<file path="config.mk">
export PLATFORM = sky130hd
export DESIGN_NAME = pgl_regs
export DESIGN_NICKNAME = d
export VERILOG_FILES = /design/src/hdl/pgl_pkg.sv /design/src/hdl/pgl_pin_sync.sv /design/src/hdl/pgl_wake_cnt.sv /design/src/hdl/pgl_regs.sv
export VERILOG_INCLUDE_DIRS = /design/src /design/src/hdl
export SDC_FILE = /design/constraint.sdc
export NUM_CORES = 1
export LEC_CHECK = 0
export ABC_AREA = 1
export BUFFER_PORTS_ARGS = -buffer_cell sky130_fd_sc_hd__buf_4
export CORE_ASPECT_RATIO = 0.8
export CORE_UTILIZATION = 60
export CTS_CLUSTER_SIZE = 14
export DETAILED_ROUTE_END_ITERATION = 12
export PLACE_DENSITY_LB_ADDON = 0.2
export SETUP_SLACK_MARGIN = 0.4
export SLEW_MARGIN = 25
export SYNTH_ARGS = -nofsm -noshare
export SYNTH_HDL_FRONTEND = slang
export SYNTH_SLANG_ARGS = --single-unit
</file>
<file path="constraint.sdc">
create_clock -name clk_sys -period 5.9 [get_ports clk_sys]
set_input_delay 1.18 -clock clk_sys [delete_from_list [all_inputs] [get_ports clk_sys]]
set_output_delay 1.18 -clock clk_sys [all_outputs]
set_load 0.005 [all_outputs]
</file>
<file path="src/hdl/pgl_cfg.svh">
// Purpose: Constants of the PHY general-purpose and low-power register bank
// Assumes: Clause 22 management frames, one clock clk_sys at 250 MHz
// Notes:   Definitions only; included by bare name
`ifndef PGL_CFG_SVH
`define PGL_CFG_SVH

// ****************************************
// Management frame
// ****************************************
`define PGL_PREAMBLE_MIN   6'h20
`define PGL_OP_READ        2'h2
`define PGL_OP_WRITE       2'h1
`define PGL_HDR_LAST       4'hC
`define PGL_DATA_LAST      4'hF

// ****************************************
// Addresses and pages
// ****************************************
`define PGL_REG_PAGE       5'h1F
`define PGL_PAGE_GP        16'h0010
`define PGL_PAGE_STD       16'h0000
`define PGL_REG_MMD_CTRL   5'h0D
`define PGL_REG_MMD_DATA   5'h0E
`define PGL_GP_SLEEP       5'h0E
`define PGL_GP_IRQ         5'h1D
`define PGL_MMD_DEV_PCS    5'h03
`define PGL_MMD_DEV_AN     5'h07
`define PGL_MMD_A_STATUS   16'h0001
`define PGL_MMD_A_CAPS     16'h0014
`define PGL_MMD_A_WAKE     16'h0016
`define PGL_MMD_A_ADV      16'h003C
`define PGL_MMD_A_LPADV    16'h003D

// Register indices within the low-power group
`define PGL_IDX_STATUS     3'h0
`define PGL_IDX_CAPS       3'h1
`define PGL_IDX_WAKE       3'h2
`define PGL_IDX_ADV        3'h3
`define PGL_IDX_LPADV      3'h4
`define PGL_IDX_NONE       3'h7

// ****************************************
// Field positions and reset values
// ****************************************
`define PGL_SLEEP_DIR_N    13
`define PGL_SLEEP_OUT      12
`define PGL_SLEEP_IN       11
`define PGL_IRQ_THERMAL    12
`define PGL_ST_TX_SEEN     11
`define PGL_ST_RX_SEEN     10
`define PGL_ST_TX_NOW      9
`define PGL_ST_RX_NOW      8
`define PGL_ST_LINK        2
`define PGL_GIG_BIT        2
`define PGL_FAST_BIT       1
`define PGL_CAPS_VALUE     16'h0006
`define PGL_PORTS          12
`define PGL_WAKE_RESET     16'h0000
`define PGL_PHY_ADDR       5'h00

`endif

</file>
<file path="src/hdl/pgl_pkg.sv">
// Purpose: Types shared by the register bank files
// Assumes: Constants live in pgl_cfg.svh
// Notes:   No imports; users write pgl_pkg::name
package pgl_pkg;

	// Management frame phases
	typedef enum logic [1:0] {
		FR_IDLE,
		FR_HDR,
		FR_TA,
		FR_DATA
	} pgl_frame_e;

	// One management register word
	typedef logic [15:0] pgl_word_t;

endpackage

</file>
<file path="src/hdl/pgl_pin_sync.sv">
// Purpose: Three-stage synchroniser for a pin from outside the clock domain
// Assumes: Output changes only once stages two and three agree
// Notes:   Stage one feeds stage two only
`timescale 1ns/1ps
module pgl_pin_sync #(
	parameter logic INIT = 1'b1
) (
	input  wire logic clk_sys,
	input  wire logic rstSync_n,
	input  wire logic pinIn,
	output logic      pinOut
);

	logic stage1Reg;
	logic stage2Reg;
	logic stage3Reg;

	// ****************************************
	// Capture chain
	// ****************************************
	// Shift the pin through three stages
	always_ff @(posedge clk_sys or negedge rstSync_n) begin
		if (!rstSync_n) begin
			stage1Reg <= INIT;
			stage2Reg <= INIT;
			stage3Reg <= INIT;
		end else begin
			stage1Reg <= pinIn;
			stage2Reg <= stage1Reg;
			stage3Reg <= stage2Reg;
		end
	end

	// Accept a level only when two stages agree, filters one-cycle glitches
	always_ff @(posedge clk_sys or negedge rstSync_n) begin
		if (!rstSync_n) begin
			pinOut <= INIT;
		end else if (stage2Reg == stage3Reg) begin
			pinOut <= stage3Reg;
		end
	end

endmodule

</file>
<file path="src/hdl/pgl_wake_cnt.sv">
// Purpose: Wake-fault event counter, cleared on read
// Assumes: Event and clear strobes are one-cycle pulses on clk_sys
// Notes:   Saturates at all ones rather than wrapping
`timescale 1ns/1ps
`include "pgl_cfg.svh"
module pgl_wake_cnt (
	input  wire logic        clk_sys,
	input  wire logic        rstSync_n,
	input  wire logic        softReset,
	input  wire logic        faultRefresh,
	input  wire logic        faultWakeup,
	input  wire logic        readClear,
	output pgl_pkg::pgl_word_t count
);

	logic [1:0]  incAmount;
	logic [16:0] sum;

	// ****************************************
	// Counter
	// ****************************************
	// Both fault sources count, even in the same cycle
	assign incAmount = {1'b0, faultRefresh} + {1'b0, faultWakeup};
	assign sum       = {1'b0, count} + {15'h0000, incAmount};

	// An event in the clearing cycle survives the clear
	always_ff @(posedge clk_sys or negedge rstSync_n) begin
		if (!rstSync_n) begin
			count <= `PGL_WAKE_RESET;
		end else if (softReset) begin
			count <= `PGL_WAKE_RESET;
		end else if (readClear) begin
			count <= {14'h0000, incAmount};
		end else if (sum[16]) begin
			count <= 16'hFFFF;
		end else begin
			count <= sum[15:0];
		end
	end

endmodule

</file>
<file path="src/hdl/pgl_regs.sv">
// Purpose: Management slave with general-purpose page and low-power registers
// Assumes: mdc and mdio arrive from pins; status inputs are on clk_sys
// Notes:   mdc is oversampled, so it must stay well below clk_sys / 8
`timescale 1ns/1ps
`include "pgl_cfg.svh"
module pgl_regs #(
	parameter logic [4:0] PHY_ADDR = `PGL_PHY_ADDR
) (
	input  wire logic        clk_sys,
	input  wire logic        rst_n,
	input  wire logic        softReset,
	input  wire logic        mdc,
	input  wire logic        mdioI,
	output logic             mdioO,
	output logic             mdioOe,
	input  wire logic        sleepPinI,
	output logic             sleepPinO,
	output logic             sleepPinOe,
	input  wire logic        thermalIrqEvent,
	input  wire logic [11:0] portIrqEvent,
	input  wire logic [11:0] portStatusRead,
	input  wire logic        txIdleNow,
	input  wire logic        rxIdleNow,
	input  wire logic        rxLinkUp,
	input  wire logic        wakeFaultRefresh,
	input  wire logic        wakeFaultWakeup,
	input  wire logic        anComplete,
	input  wire logic        partnerGigAdvert,
	input  wire logic        partnerFastAdvert,
	output logic             gigAdvertOut,
	output logic             fastAdvertOut,
	output logic             irqOut
);

	// ****************************************
	// Reset release and pin capture
	// ****************************************
	logic rstMeta;
	logic rstSync_n;

	// Release reset through two stages so all flops leave reset together
	always_ff @(posedge clk_sys or negedge rst_n) begin
		if (!rst_n) begin
			rstMeta   <= 1'b0;
			rstSync_n <= 1'b0;
		end else begin
			rstMeta   <= 1'b1;
			rstSync_n <= rstMeta;
		end
	end

	logic mdcS;
	logic mdioS;
	logic sleepS;
	logic mdcPrev;
	logic mdcRise;

	pgl_pin_sync #(.INIT(1'b1)) uMdcSync (
		.clk_sys   (clk_sys),
		.rstSync_n (rstSync_n),
		.pinIn     (mdc),
		.pinOut    (mdcS)
	);

	pgl_pin_sync #(.INIT(1'b1)) uMdioSync (
		.clk_sys   (clk_sys),
		.rstSync_n (rstSync_n),
		.pinIn     (mdioI),
		.pinOut    (mdioS)
	);

	pgl_pin_sync #(.INIT(1'b0)) uSleepSync (
		.clk_sys   (clk_sys),
		.rstSync_n (rstSync_n),
		.pinIn     (sleepPinI),
		.pinOut    (sleepS)
	);

	// Rising edge of the filtered management clock
	always_ff @(posedge clk_sys or negedge rstSync_n) begin
		if (!rstSync_n) begin
			mdcPrev <= 1'b1;
		end else begin
			mdcPrev <= mdcS;
		end
	end

	assign mdcRise = mdcS & ~mdcPrev;

	// ****************************************
	// Frame engine
	// ****************************************
	pgl_pkg::pgl_frame_e frameReg;
	logic [5:0]          onesCnt;
	logic [3:0]          bitCnt;
	logic [11:0]         hdrShift;
	logic [12:0]         hdrFull;
	logic                isRead;
	logic                isWrite;
	logic [4:0]          regAddr;
	pgl_pkg::pgl_word_t  rdShift;
	pgl_pkg::pgl_word_t  wrShift;
	pgl_pkg::pgl_word_t  rdValue;
	logic                rdStrobe;
	logic                wrStrobe;
	pgl_pkg::pgl_word_t  wrData;
	logic                hdrDone;

	assign hdrFull = {hdrShift, mdioS};
	assign hdrDone = mdcRise && (frameReg == pgl_pkg::FR_HDR) && (bitCnt == `PGL_HDR_LAST);
	assign wrData  = {wrShift[14:0], mdioS};

	// Phase sequencing: preamble, header, turnaround, data
	always_ff @(posedge clk_sys or negedge rstSync_n) begin
		if (!rstSync_n) begin
			frameReg <= pgl_pkg::FR_IDLE;
			onesCnt  <= 6'h00;
			bitCnt   <= 4'h0;
		end else if (mdcRise) begin
			unique case (frameReg)
				pgl_pkg::FR_IDLE: begin
					bitCnt <= 4'h0;
					if (mdioS) begin
						onesCnt <= (onesCnt == 6'h3F) ? onesCnt : onesCnt + 6'h01;
					end else begin
						onesCnt <= 6'h00;
						if (onesCnt >= `PGL_PREAMBLE_MIN) begin
							frameReg <= pgl_pkg::FR_HDR;
						end
					end
				end
				pgl_pkg::FR_HDR: begin
					bitCnt <= bitCnt + 4'h1;
					if (bitCnt == `PGL_HDR_LAST) begin // Thirteen bits after the first start bit
						bitCnt   <= 4'h0;
						frameReg <= pgl_pkg::FR_TA;
					end
				end
				pgl_pkg::FR_TA: begin
					bitCnt <= bitCnt + 4'h1;
					if (bitCnt == 4'h1) begin
						bitCnt   <= 4'h0;
						frameReg <= pgl_pkg::FR_DATA;
					end
				end
				pgl_pkg::FR_DATA: begin
					bitCnt <= bitCnt + 4'h1;
					if (bitCnt == `PGL_DATA_LAST) begin
						bitCnt   <= 4'h0;
						frameReg <= pgl_pkg::FR_IDLE;
					end
				end
			endcase
		end
	end

	// Header and write data shifting
	always_ff @(posedge clk_sys or negedge rstSync_n) begin
		if (!rstSync_n) begin
			hdrShift <= 12'h000;
			wrShift  <= 16'h0000;
		end else if (mdcRise) begin
			if (frameReg == pgl_pkg::FR_HDR) begin
				hdrShift <= hdrFull[11:0];
			end
			if (frameReg == pgl_pkg::FR_DATA) begin
				wrShift <= wrData;
			end
		end
	end

	// Decode header at its last bit; bad start bit or other address ignored
	always_ff @(posedge clk_sys or negedge rstSync_n) begin
		if (!rstSync_n) begin
			isRead  <= 1'b0;
			isWrite <= 1'b0;
			regAddr <= 5'h00;
		end else if (hdrDone) begin
			isRead  <= hdrFull[12] && hdrFull[11:10] == `PGL_OP_READ && hdrFull[9:5] == PHY_ADDR;
			isWrite <= hdrFull[12] && hdrFull[11:10] == `PGL_OP_WRITE && hdrFull[9:5] == PHY_ADDR;
			regAddr <= hdrFull[4:0];
		end
	end

	// Read snapshot taken at header end; side effects fire on this strobe
	assign rdStrobe = hdrDone && hdrFull[12] && hdrFull[11:10] == `PGL_OP_READ
		&& hdrFull[9:5] == PHY_ADDR;
	assign wrStrobe = mdcRise && frameReg == pgl_pkg::FR_DATA && bitCnt == `PGL_DATA_LAST
		&& isWrite;

	// Pin driver: zero in second turnaround bit, then data MSB first
	always_ff @(posedge clk_sys or negedge rstSync_n) begin
		if (!rstSync_n) begin
			mdioO   <= 1'b1;
			mdioOe  <= 1'b0;
			rdShift <= 16'h0000;
		end else if (rdStrobe) begin
			rdShift <= rdValue;
		end else if (mdcRise && isRead) begin
			if (frameReg == pgl_pkg::FR_TA && bitCnt == 4'h0) begin
				mdioOe <= 1'b1;
				mdioO  <= 1'b0;
			end else if (frameReg == pgl_pkg::FR_DATA && bitCnt == `PGL_DATA_LAST) begin
				mdioOe <= 1'b0;
				mdioO  <= 1'b1;
			end else if (frameReg != pgl_pkg::FR_IDLE && frameReg != pgl_pkg::FR_HDR) begin
				mdioO   <= rdShift[15];
				rdShift <= {rdShift[14:0], 1'b0};
			end
		end
	end

	// ****************************************
	// Page selection and indirect access
	// ****************************************
	pgl_pkg::pgl_word_t pageReg;
	pgl_pkg::pgl_word_t mmdCtrlReg;
	pgl_pkg::pgl_word_t mmdAddrReg;
	logic               gpSel;
	logic               mmdData;
	logic [2:0]         eeeIdx;
	logic               eeeRead;
	logic               eeeWrite;

	// Map an indirect device and address onto a low-power register index
	function automatic logic [2:0] lowPowerIndex(input logic [4:0] dev,
		input logic [15:0] addr);
		logic [2:0] idx;
		idx = `PGL_IDX_NONE;
		if (dev == `PGL_MMD_DEV_PCS && addr == `PGL_MMD_A_STATUS) idx = `PGL_IDX_STATUS;
		if (dev == `PGL_MMD_DEV_PCS && addr == `PGL_MMD_A_CAPS)   idx = `PGL_IDX_CAPS;
		if (dev == `PGL_MMD_DEV_PCS && addr == `PGL_MMD_A_WAKE)   idx = `PGL_IDX_WAKE;
		if (dev == `PGL_MMD_DEV_AN  && addr == `PGL_MMD_A_ADV)    idx = `PGL_IDX_ADV;
		if (dev == `PGL_MMD_DEV_AN  && addr == `PGL_MMD_A_LPADV)  idx = `PGL_IDX_LPADV;
		return idx;
	endfunction

	assign gpSel    = (pageReg == `PGL_PAGE_GP);
	assign mmdData  = (mmdCtrlReg[15:14] != 2'h0);
	assign eeeIdx   = lowPowerIndex(mmdCtrlReg[4:0], mmdAddrReg);
	assign eeeRead  = rdStrobe && !gpSel && hdrFull[4:0] == `PGL_REG_MMD_DATA && mmdData;
	assign eeeWrite = wrStrobe && !gpSel && regAddr == `PGL_REG_MMD_DATA && mmdData;

	// Page register answers on every page so the host can always return
	always_ff @(posedge clk_sys or negedge rstSync_n) begin
		if (!rstSync_n) begin
			pageReg <= `PGL_PAGE_STD;
		end else if (wrStrobe && regAddr == `PGL_REG_PAGE) begin
			pageReg <= wrData;
		end
	end

	// Indirect control, address and post-increment on data access
	always_ff @(posedge clk_sys or negedge rstSync_n) begin
		if (!rstSync_n) begin
			mmdCtrlReg <= 16'h0000;
			mmdAddrReg <= 16'h0000;
		end else if (wrStrobe && !gpSel && regAddr == `PGL_REG_MMD_CTRL) begin
			mmdCtrlReg <= wrData;
		end else if (wrStrobe && !gpSel && regAddr == `PGL_REG_MMD_DATA && !mmdData) begin
			mmdAddrReg <= wrData;
		end else if ((eeeRead || eeeWrite) && mmdCtrlReg[15]) begin
			mmdAddrReg <= mmdAddrReg + 16'h0001;
		end
	end

	// ****************************************
	// General-purpose page registers
	// ****************************************
	logic        sleepDirNReg;
	logic        sleepOutReg;
	logic        thermalSrcNReg;
	logic [11:0] portSrcNReg;
	logic        gpIrqRead;

	assign gpIrqRead = rdStrobe && gpSel && hdrFull[4:0] == `PGL_GP_IRQ;

	// Sleep pin direction and data
	always_ff @(posedge clk_sys or negedge rstSync_n) begin
		if (!rstSync_n) begin
			sleepDirNReg <= 1'b1;
			sleepOutReg  <= 1'b0;
		end else if (wrStrobe && gpSel && regAddr == `PGL_GP_SLEEP) begin
			sleepDirNReg <= wrData[`PGL_SLEEP_DIR_N];
			sleepOutReg  <= wrData[`PGL_SLEEP_OUT];
		end
	end

	assign sleepPinOe = ~sleepDirNReg;
	assign sleepPinO  = sleepOutReg;

	// Thermal source: cleared by global read, a new event beats the clear
	always_ff @(posedge clk_sys or negedge rstSync_n) begin
		if (!rstSync_n) begin
			thermalSrcNReg <= 1'b1;
		end else if (thermalIrqEvent) begin
			thermalSrcNReg <= 1'b0;
		end else if (gpIrqRead) begin
			thermalSrcNReg <= 1'b1;
		end
	end

	// Port sources: only the port's own status read returns a flag to 1
	always_ff @(posedge clk_sys or negedge rstSync_n) begin
		if (!rstSync_n) begin
			portSrcNReg <= 12'hFFF;
		end else begin
			portSrcNReg <= (portSrcNReg | portStatusRead) & ~portIrqEvent;
		end
	end

	// Interrupt line follows any active-low source
	always_ff @(posedge clk_sys or negedge rstSync_n) begin
		if (!rstSync_n) begin
			irqOut <= 1'b0;
		end else begin
			irqOut <= ~(thermalSrcNReg & (&portSrcNReg));
		end
	end

	// ****************************************
	// Low-power registers
	// ****************************************
	logic               txSeenReg;
	logic               rxSeenReg;
	logic               gigAdvReg;
	logic               fastAdvReg;
	logic               lpGigReg;
	logic               lpFastReg;
	logic               statusRead;
	pgl_pkg::pgl_word_t wakeCount;

	assign statusRead = eeeRead && eeeIdx == `PGL_IDX_STATUS;

	// Idle-seen latches clear on status read; arrival in that cycle wins
	always_ff @(posedge clk_sys or negedge rstSync_n) begin
		if (!rstSync_n) begin
			txSeenReg <= 1'b0;
			rxSeenReg <= 1'b0;
		end else begin
			txSeenReg <= txIdleNow | (txSeenReg & ~statusRead);
			rxSeenReg <= rxIdleNow | (rxSeenReg & ~statusRead);
		end
	end

	pgl_wake_cnt uWakeCnt (
		.clk_sys      (clk_sys),
		.rstSync_n    (rstSync_n),
		.softReset    (softReset),
		.faultRefresh (wakeFaultRefresh),
		.faultWakeup  (wakeFaultWakeup),
		.readClear    (eeeRead && eeeIdx == `PGL_IDX_WAKE),
		.count        (wakeCount)
	);

	// Local advertisement, writable through the data window only
	always_ff @(posedge clk_sys or negedge rstSync_n) begin
		if (!rstSync_n) begin
			gigAdvReg  <= 1'b0;
			fastAdvReg <= 1'b0;
		end else if (eeeWrite && eeeIdx == `PGL_IDX_ADV) begin
			gigAdvReg  <= wrData[`PGL_GIG_BIT];
			fastAdvReg <= wrData[`PGL_FAST_BIT];
		end
	end

	assign gigAdvertOut  = gigAdvReg;
	assign fastAdvertOut = fastAdvReg;

	// Partner abilities load once negotiation completes; writes ignored
	always_ff @(posedge clk_sys or negedge rstSync_n) begin
		if (!rstSync_n) begin
			lpGigReg  <= 1'b0;
			lpFastReg <= 1'b0;
		end else if (anComplete) begin
			lpGigReg  <= partnerGigAdvert;
			lpFastReg <= partnerFastAdvert;
		end
	end

	// ****************************************
	// Read data selection
	// ****************************************
	pgl_pkg::pgl_word_t eeeValue;

	// Low-power register contents by index
	always_comb begin
		eeeValue = 16'h0000;
		unique case (eeeIdx)
			`PGL_IDX_STATUS: begin
				eeeValue[`PGL_ST_TX_SEEN] = txSeenReg;
				eeeValue[`PGL_ST_RX_SEEN] = rxSeenReg;
				eeeValue[`PGL_ST_TX_NOW]  = txIdleNow;
				eeeValue[`PGL_ST_RX_NOW]  = rxIdleNow;
				eeeValue[`PGL_ST_LINK]    = rxLinkUp;
			end
			`PGL_IDX_CAPS:  eeeValue = `PGL_CAPS_VALUE;
			`PGL_IDX_WAKE:  eeeValue = wakeCount;
			`PGL_IDX_ADV: begin
				eeeValue[`PGL_GIG_BIT]  = gigAdvReg;
				eeeValue[`PGL_FAST_BIT] = fastAdvReg;
			end
			`PGL_IDX_LPADV: begin
				eeeValue[`PGL_GIG_BIT]  = lpGigReg;
				eeeValue[`PGL_FAST_BIT] = lpFastReg;
			end
			default:        eeeValue = 16'h0000;
		endcase
	end

	// Address decode; the selected page owns every address but the page register
	always_comb begin
		rdValue = 16'h0000;
		if (hdrFull[4:0] == `PGL_REG_PAGE) begin
			rdValue = pageReg;
		end else if (gpSel) begin
			if (hdrFull[4:0] == `PGL_GP_SLEEP) begin
				rdValue[`PGL_SLEEP_DIR_N] = sleepDirNReg;
				rdValue[`PGL_SLEEP_OUT]   = sleepOutReg;
				rdValue[`PGL_SLEEP_IN]    = sleepS;
			end else if (hdrFull[4:0] == `PGL_GP_IRQ) begin
				rdValue[`PGL_IRQ_THERMAL] = thermalSrcNReg;
				rdValue[11:0]             = portSrcNReg;
			end
		end else if (hdrFull[4:0] == `PGL_REG_MMD_CTRL) begin
			rdValue = mmdCtrlReg;
		end else if (hdrFull[4:0] == `PGL_REG_MMD_DATA) begin
			rdValue = mmdData ? eeeValue : mmdAddrReg;
		end
	end

endmodule

</file>
**Word-level counts from Yosys, hierarchy flattened**

Index checks and enable logic that the tools add are counted.

- Register bits: 165
- Bits of input ports: 39
- Output and inout bits: 7
- Word-level logic and storage cells: 214

- Bitwise logic cells: 15
- Order comparisons: 1
- Reductions and logical operators: 62
- Equal/unequal tests: 40
- Add/subtract/negate cells: 5
- Multiplexer cells: 50

Operator list:

| kind | number |
|---|---|
| $mux 16 | 14 |
| $eq 16x5->1 const B | 3 |
| $logic_and 1x1->1 | 38 |
| $eq 16x6->1 const B | 2 |
| $eq 5x4->1 const B | 4 |
| $add 16x2->17 | 1 |
| $add 16x1->16 const B | 1 |
| $eq 16x1->1 const B | 1 |
| $mux 4 | 4 |
| $ne 2x2->1 const B | 8 |
| $pmux 4 s4 | 1 |
| $eq 5x5->1 const B | 3 |
| $mux 3 | 5 |
| $mux 14 | 1 |
| $mux 2 | 7 |
| $reduce_bool 2->1 | 7 |
| $mux 13 | 1 |
| $and 12x12->12 | 1 |
| $mux 6 | 2 |
| $not 12->12 | 1 |
| $or 12x12->12 | 1 |
| $reduce_and 12->1 | 1 |
| $mux 11 | 1 |
| $mux 1 | 9 |
| other kinds (35) | 56 |

**Longest topological paths before layout**

- Word-level depth: 15
- Gate-level depth with buffers: 17
- Gate-level depth less buffers: 16

**Cells and area by module**

Synthesis repeated with hierarchy kept, for this count alone.

- Cells, all modules: 1,042
- Area total of the unflattened synthesis: 8,539.4 µm²

By module, submodules not included:

| module | cells an instance | sequential area each (µm²) | instances | area each (µm²) |
|---|---|---|---|---|
| pgl_regs | 892 | 3,448.3 | 1 | 7,188.1 |
| pgl_wake_cnt | 126 | 400.4 | 1 | 992.2 |
| pgl_pin_sync at uMdcSync ... | 8 | 105.1 | 2 | 121.4 |
| pgl_pin_sync at uSleepSync | 8 | 100.1 | 1 | 116.4 |

**Worst setup path after synthesis**

No wires, ideal clock.

- Path type: input -> register
- Start point: input port wakeFaultRefresh
- End point: register uWakeCnt.count[1]
- Arrival time: 3.225 ns
- Library setup time: 0.094 ns
- Slack: 2.581 ns
- Buffers on the path: 0
- Cell stages on the path: 15
- Data required time: 5.806 ns
- Path through: ha_1 -> ha_1 -> inv_1 -> fa_1 -> nor2_1 -> inv_1 -> nor2_2 -> nand3_1 -> nor3_1 -> inv_1 -> nor2_1 -> inv_2 -> nand2_1 -> nor2_1 -> a211oi_1

- Cells in the longest elaborated chain, start to end: 5

Ends and longest elaborated chain:

| what | RTL line | text |
|---|---|---|
| from (decl) | pgl_regs.sv:25 | `input wire logic wakeFaultRefresh,` |
| $add 1x1->2 (*) | pgl_wake_cnt.sv:23 | `assign incAmount = {1'b0, faultRefresh} + {1'b0, faultWakeup};` |
| $add 16x2->17 | pgl_wake_cnt.sv:24 | `assign sum = {1'b0, count} + {15'h0000, incAmount};` |
| $mux 16 | pgl_wake_cnt.sv:34 | `end else if (sum[16]) begin` |
| $mux 16 (*) | pgl_wake_cnt.sv:32 | `end else if (readClear) begin` |
| $mux 16 (*) | pgl_wake_cnt.sv:30 | `end else if (softReset) begin` |
| to (signal assigned) | pgl_wake_cnt.sv:29 | `` count <= `PGL_WAKE_RESET; `` |
| to (signal assigned) | pgl_wake_cnt.sv:31 | `` count <= `PGL_WAKE_RESET; `` |
| to (signal assigned) | pgl_wake_cnt.sv:33 | `count <= {14'h0000, incAmount};` |
| to (decl) | pgl_wake_cnt.sv:13 | `output pgl_pkg::pgl_word_t count` |

Every way passes the cells marked *; elsewhere a longest branch is shown, timed or not.
A chain may end at the register's enable or synchronous reset.

**Final worst setup path**

Ends and elaborated chain as after synthesis.

==> impl_metrics.csv <==
group,metric,value,unit
run_status,status,"complete, no violations",
critical_path,critPathBufInv,5,
clocking,post-cts-setup-buffers,0,
pwr,total_power,2.472,mW
sta,finalSetupViolations,0,
detailed_routing,antenna_left,0,
global_route,grt_max_degree,81,
cells_and_area,nets,1091,
cells_and_area,antenna_cells,0,
sta,rsz0062_at_grt,"no",
global_route,met2_usage,42.56,%
logic_synthesis,synth_area_leader_cell,"dfrtp_1",
floorplanning,die_area,0.01457,mm^2
floorplanning,die_h,108.2,um
sta,min_period_over_period,59.96,%
hold_path,hold_path_class,"flop to async pin",
cells_and_area,nFillCells,1075,
detailed_routing,vias,7119,
cells_and_area,area_growth,12.76,%
sta,worst_pin_slew,1019,ps
clocking,clockBufferDepth,2,
global_route,grt_pass1_wl,33470,um
sta,maxSlewViolCount,0,
logic_synthesis,synth_flop_cell,"dfrtp_1",
placement,place_area,0.008870,mm^2
logic_synthesis,synth_area,0.008454,mm^2
placement,hpwl,14390,um
critical_path,cp_data_arrival_time,3870,ps
detailed_routing,drt_wl_total,20730,um
logic_synthesis,synth-xor-area-share,1.865,%
sta,hold_viol,0,
detailed_routing,wire_per_inst,16.88,um
placement,place.gp.congestion,0.9086,
global_route,grt_pass1_vias,6621,
run,max-cap-violations,0,
logic_synthesis,synthAdderAreaFrac,2.960,%
global_route,grt.busiest_layer,"met1",
critical_path,crit_family,"simple AND/OR/NAND/NOR gates",
sta,setup_ws,2362,ps
critical_path,required,6230,ps
logic_synthesis,synth-simple-area-share,20.22,%
global_route,grtUsageMet3,6.376,%
cells_and_area,design_area,0.009533,mm^2
clocking,clk_latency,440,ps
clocking,cts_sinks,165,
detailed_routing,first_pass_iters,5,
clocking,root_buffer,"clkbuf_16",
floorplanning,rows,38,
sta,tns,0,ps
global_route,antenna_found_initial,0,
detailed_routing,drc,0,
sta,fmax,0.2827,GHz
clocking,cts_made_buffers,17,
clocking,ctsResizeCount,0,
logic_synthesis,synthArstFlopShare,100.0,%
pwr,p_leak,4.181,nW
logic_synthesis,synth_cell_types,58,
sta,finClkSkew,8.256,ps
critical_path,crit_path_top_delay_cell,"fa_1",
clocking,cts_tree,"done",
logic_synthesis,syn_area_per_cell,8.446,um^2
critical_path,path_class,"input pin to flop",
logic_synthesis,synth_edf_count,0,
critical_path,cp-end-kind,"flop",
logic_synthesis,synth_mux_area_share,1.450,%
critical_path,cpPeakStageDelay,400,ps
logic_synthesis,synth_area_leaders,"dfrtp_1, o21ai_0, nand2_1, dfstp_2, inv_1",
placement,place_ws,2110,ps
global_route,grt_use_met1,45.87,%
floorplanning,die_w,134.7,um
clocking,clk_pin_slew,70,ps
critical_path,worstRegToRegCells,8,
logic_synthesis,syn_nets,1057,
logic_synthesis,ys_seq_area_share,49.19,%
detailed_routing,viasPerCell,5.797,
critical_path,cp.depth,16,
critical_path,start_kind,"input pin",
critical_path,path_cells,"buf_4 -> ha_1 -> ha_1 -> inv_1 -> fa_1 -> nor2_1 -> inv_1 -> nor2_2 -> nand3_1 -> nor3_1 -> inv_1 -> nor2_1 -> inv_2 -> nand2_1 -> nor2_1 -> a211oi_1",
pwr,vdd_ir_drop_max,0.2101,mV
cells_and_area,drive_above_1_share,14.60,%
placement,io_buffers,45,
global_route,grt_use_total,30.17,%
floorplanning,ios,46,
pwr,powerDensity,259.3,mW/mm^2
floorplanning,core-area,0.01365,mm^2
sta,max_slew_margin,31.83,%
floorplanning,initial_utilization,61.96,%
global_route,overflow,0,
logic_synthesis,synth_cells,1001,
detailed_routing,drt_iter0_drc,769,
logic_synthesis,ys_ff_latch,165,
clocking,h-tree-depth,4,
logic_synthesis,synth_compound_area_share,16.77,%
clocking,postCtsHoldBufs,0,
logic_synthesis,synth_top_area_share,41.73,%
logic_synthesis,ys.warnings.count,0,
sta,period_needed,3538,ps
logic_synthesis,synth_top_family_by_area,"simple AND/OR/NAND/NOR gates",
critical_path,crit_fanout,9,
## worst reg2reg max path: stages (launching register included)
cell      delay (ps)
dfstp_2          550
inv_2             60
nor2_8           160
nand2_2          360
nor3b_4          450
nand3_2          580
a21boi_4         360
o21ai_4          150
mux2_4           330
## per-layer routing
layer  wire (um)  part of all wire, %
met1       10060                   49
met2        8449                   41
met5           0                    0
met4         453                  2.2
met3        1762                  8.5
## cells in the mapped netlist, types with 14 or more instances
cell      number
nand4_1       14
nor3_1        16
xor2_1        16
clkbuf_1      19
nand3_1       35
nand2_1      178
dfrtp_1      141
ha_1          16
dfstp_2       24
inv_1        117
nor2_1       105
o21ai_0      137
a21oi_1       54
## power breakdown
| group | internal [mW] | switching [mW] | total, mW | leakage (nW) |
|---|---|---|---|---|
| Sequential | 1.16 | 0.0279 | 1.19 | 2.12 |
| Combinational | 0.0389 | 0.0536 | 0.0924 | 1.76 |
| Clock | 0.692 | 0.496 | 1.19 | 0.304 |
## worst paths after layout
path,startpoint,end,slack (ps)
worst max-delay path,wakeFaultRefresh,uWakeCnt.count[1]$_DFF_PN0_,2360
worst min register to register,rstSync_n$_DFF_PN0_,uSleepSync.stage1Reg$_DFF_PN0_,230
worst max register to register,uMdcSync.pinOut$_DFFE_PN1N_,mmdAddrReg[12]$_DFFE_PN0P_,2780
worst min-delay path,rstSync_n$_DFF_PN0_,uSleepSync.stage1Reg$_DFF_PN0_,230
max in group asynchronous,rstSync_n$_DFF_PN0_,uWakeCnt.count[4]$_DFF_PN0_,4580
min in group clk_sys,uMdioSync.stage1Reg$_DFF_PN1_,uMdioSync.stage2Reg$_DFF_PN1_,360
## flip-flops by register name (all words and copies together) (netlist names), 2 cells and up
signal and cells:
portSrcNReg 12, hdrShift 12, wrShift 15, mmdCtrlReg 16, onesCnt 6, uWakeCnt.count 16
regAddr 5, rdShift 16, frameReg 2, pageReg 16, mmdAddrReg 16, bitCnt 4
## stage by stage
stage | utilization, % | std cells | hold WS [ps]
after detailed placement | 65.00 | 1195 | 338.9
after floorplan | - | 1001 | 331.2
final | 69.86 | 1228 | 225.8
after global routing | 69.86 | 1228 | 264.2
after CTS | 69.62 | 1227 | 356.5
after global placement | 65.00 | 1195 | 332.9
## cells by family (layout without fill, tap and decap cells)
logic type / Yosys count / in the layout
adders and majority gates: 20 / 20
other: 1 / 1
DFF: 165 / 165
xor gates and xnor gates: 18 / 18
and+or+nand+nor: 379 / 379
muxes: 11 / 11
AOI/OAI and AO/OA: 250 / 250
buffers and inverters: 157 / 204
## cell type report
cell class,count,area (um^2),share of cell area (%)
clock buffers,18,439.2,4.607
clock inverters,14,191.4,2.008
inverters,124,467.9,4.909
multi-input cells,679,3666,38.46
flip-flops and latches,165,4163,43.67
well taps,180,225.2,2.363
repair buffers,48,380.4,3.990
## layout by cell type (no fill, tap or decap), types with 3 or more instances in the layout
cell type	n
inv_1	117
buf_4	47
nand3_1	34
nand2_1	178
o211ai_1	9
o21ai_0	137
nor4_1	3
nor3_2	4
ha_1	16
nor2_1	105
inv_6	4
bufinv_16	3
nor3_1	16
clkbuf_16	17
mux2_2	6
o21ai_2	6
dfstp_2	24
nor2_2	5
a21oi_1	54
a221oi_1	7
maj3_1	3
dfrtp_1	140
mux2i_1	4
nand3_2	4
o21ai_1	6
inv_8	3
o2111ai_1	5
nand4_1	14
a31oi_1	9
a211oi_1	4
inv_2	6
xor2_1	16
(Power assumes the default switching activity.)
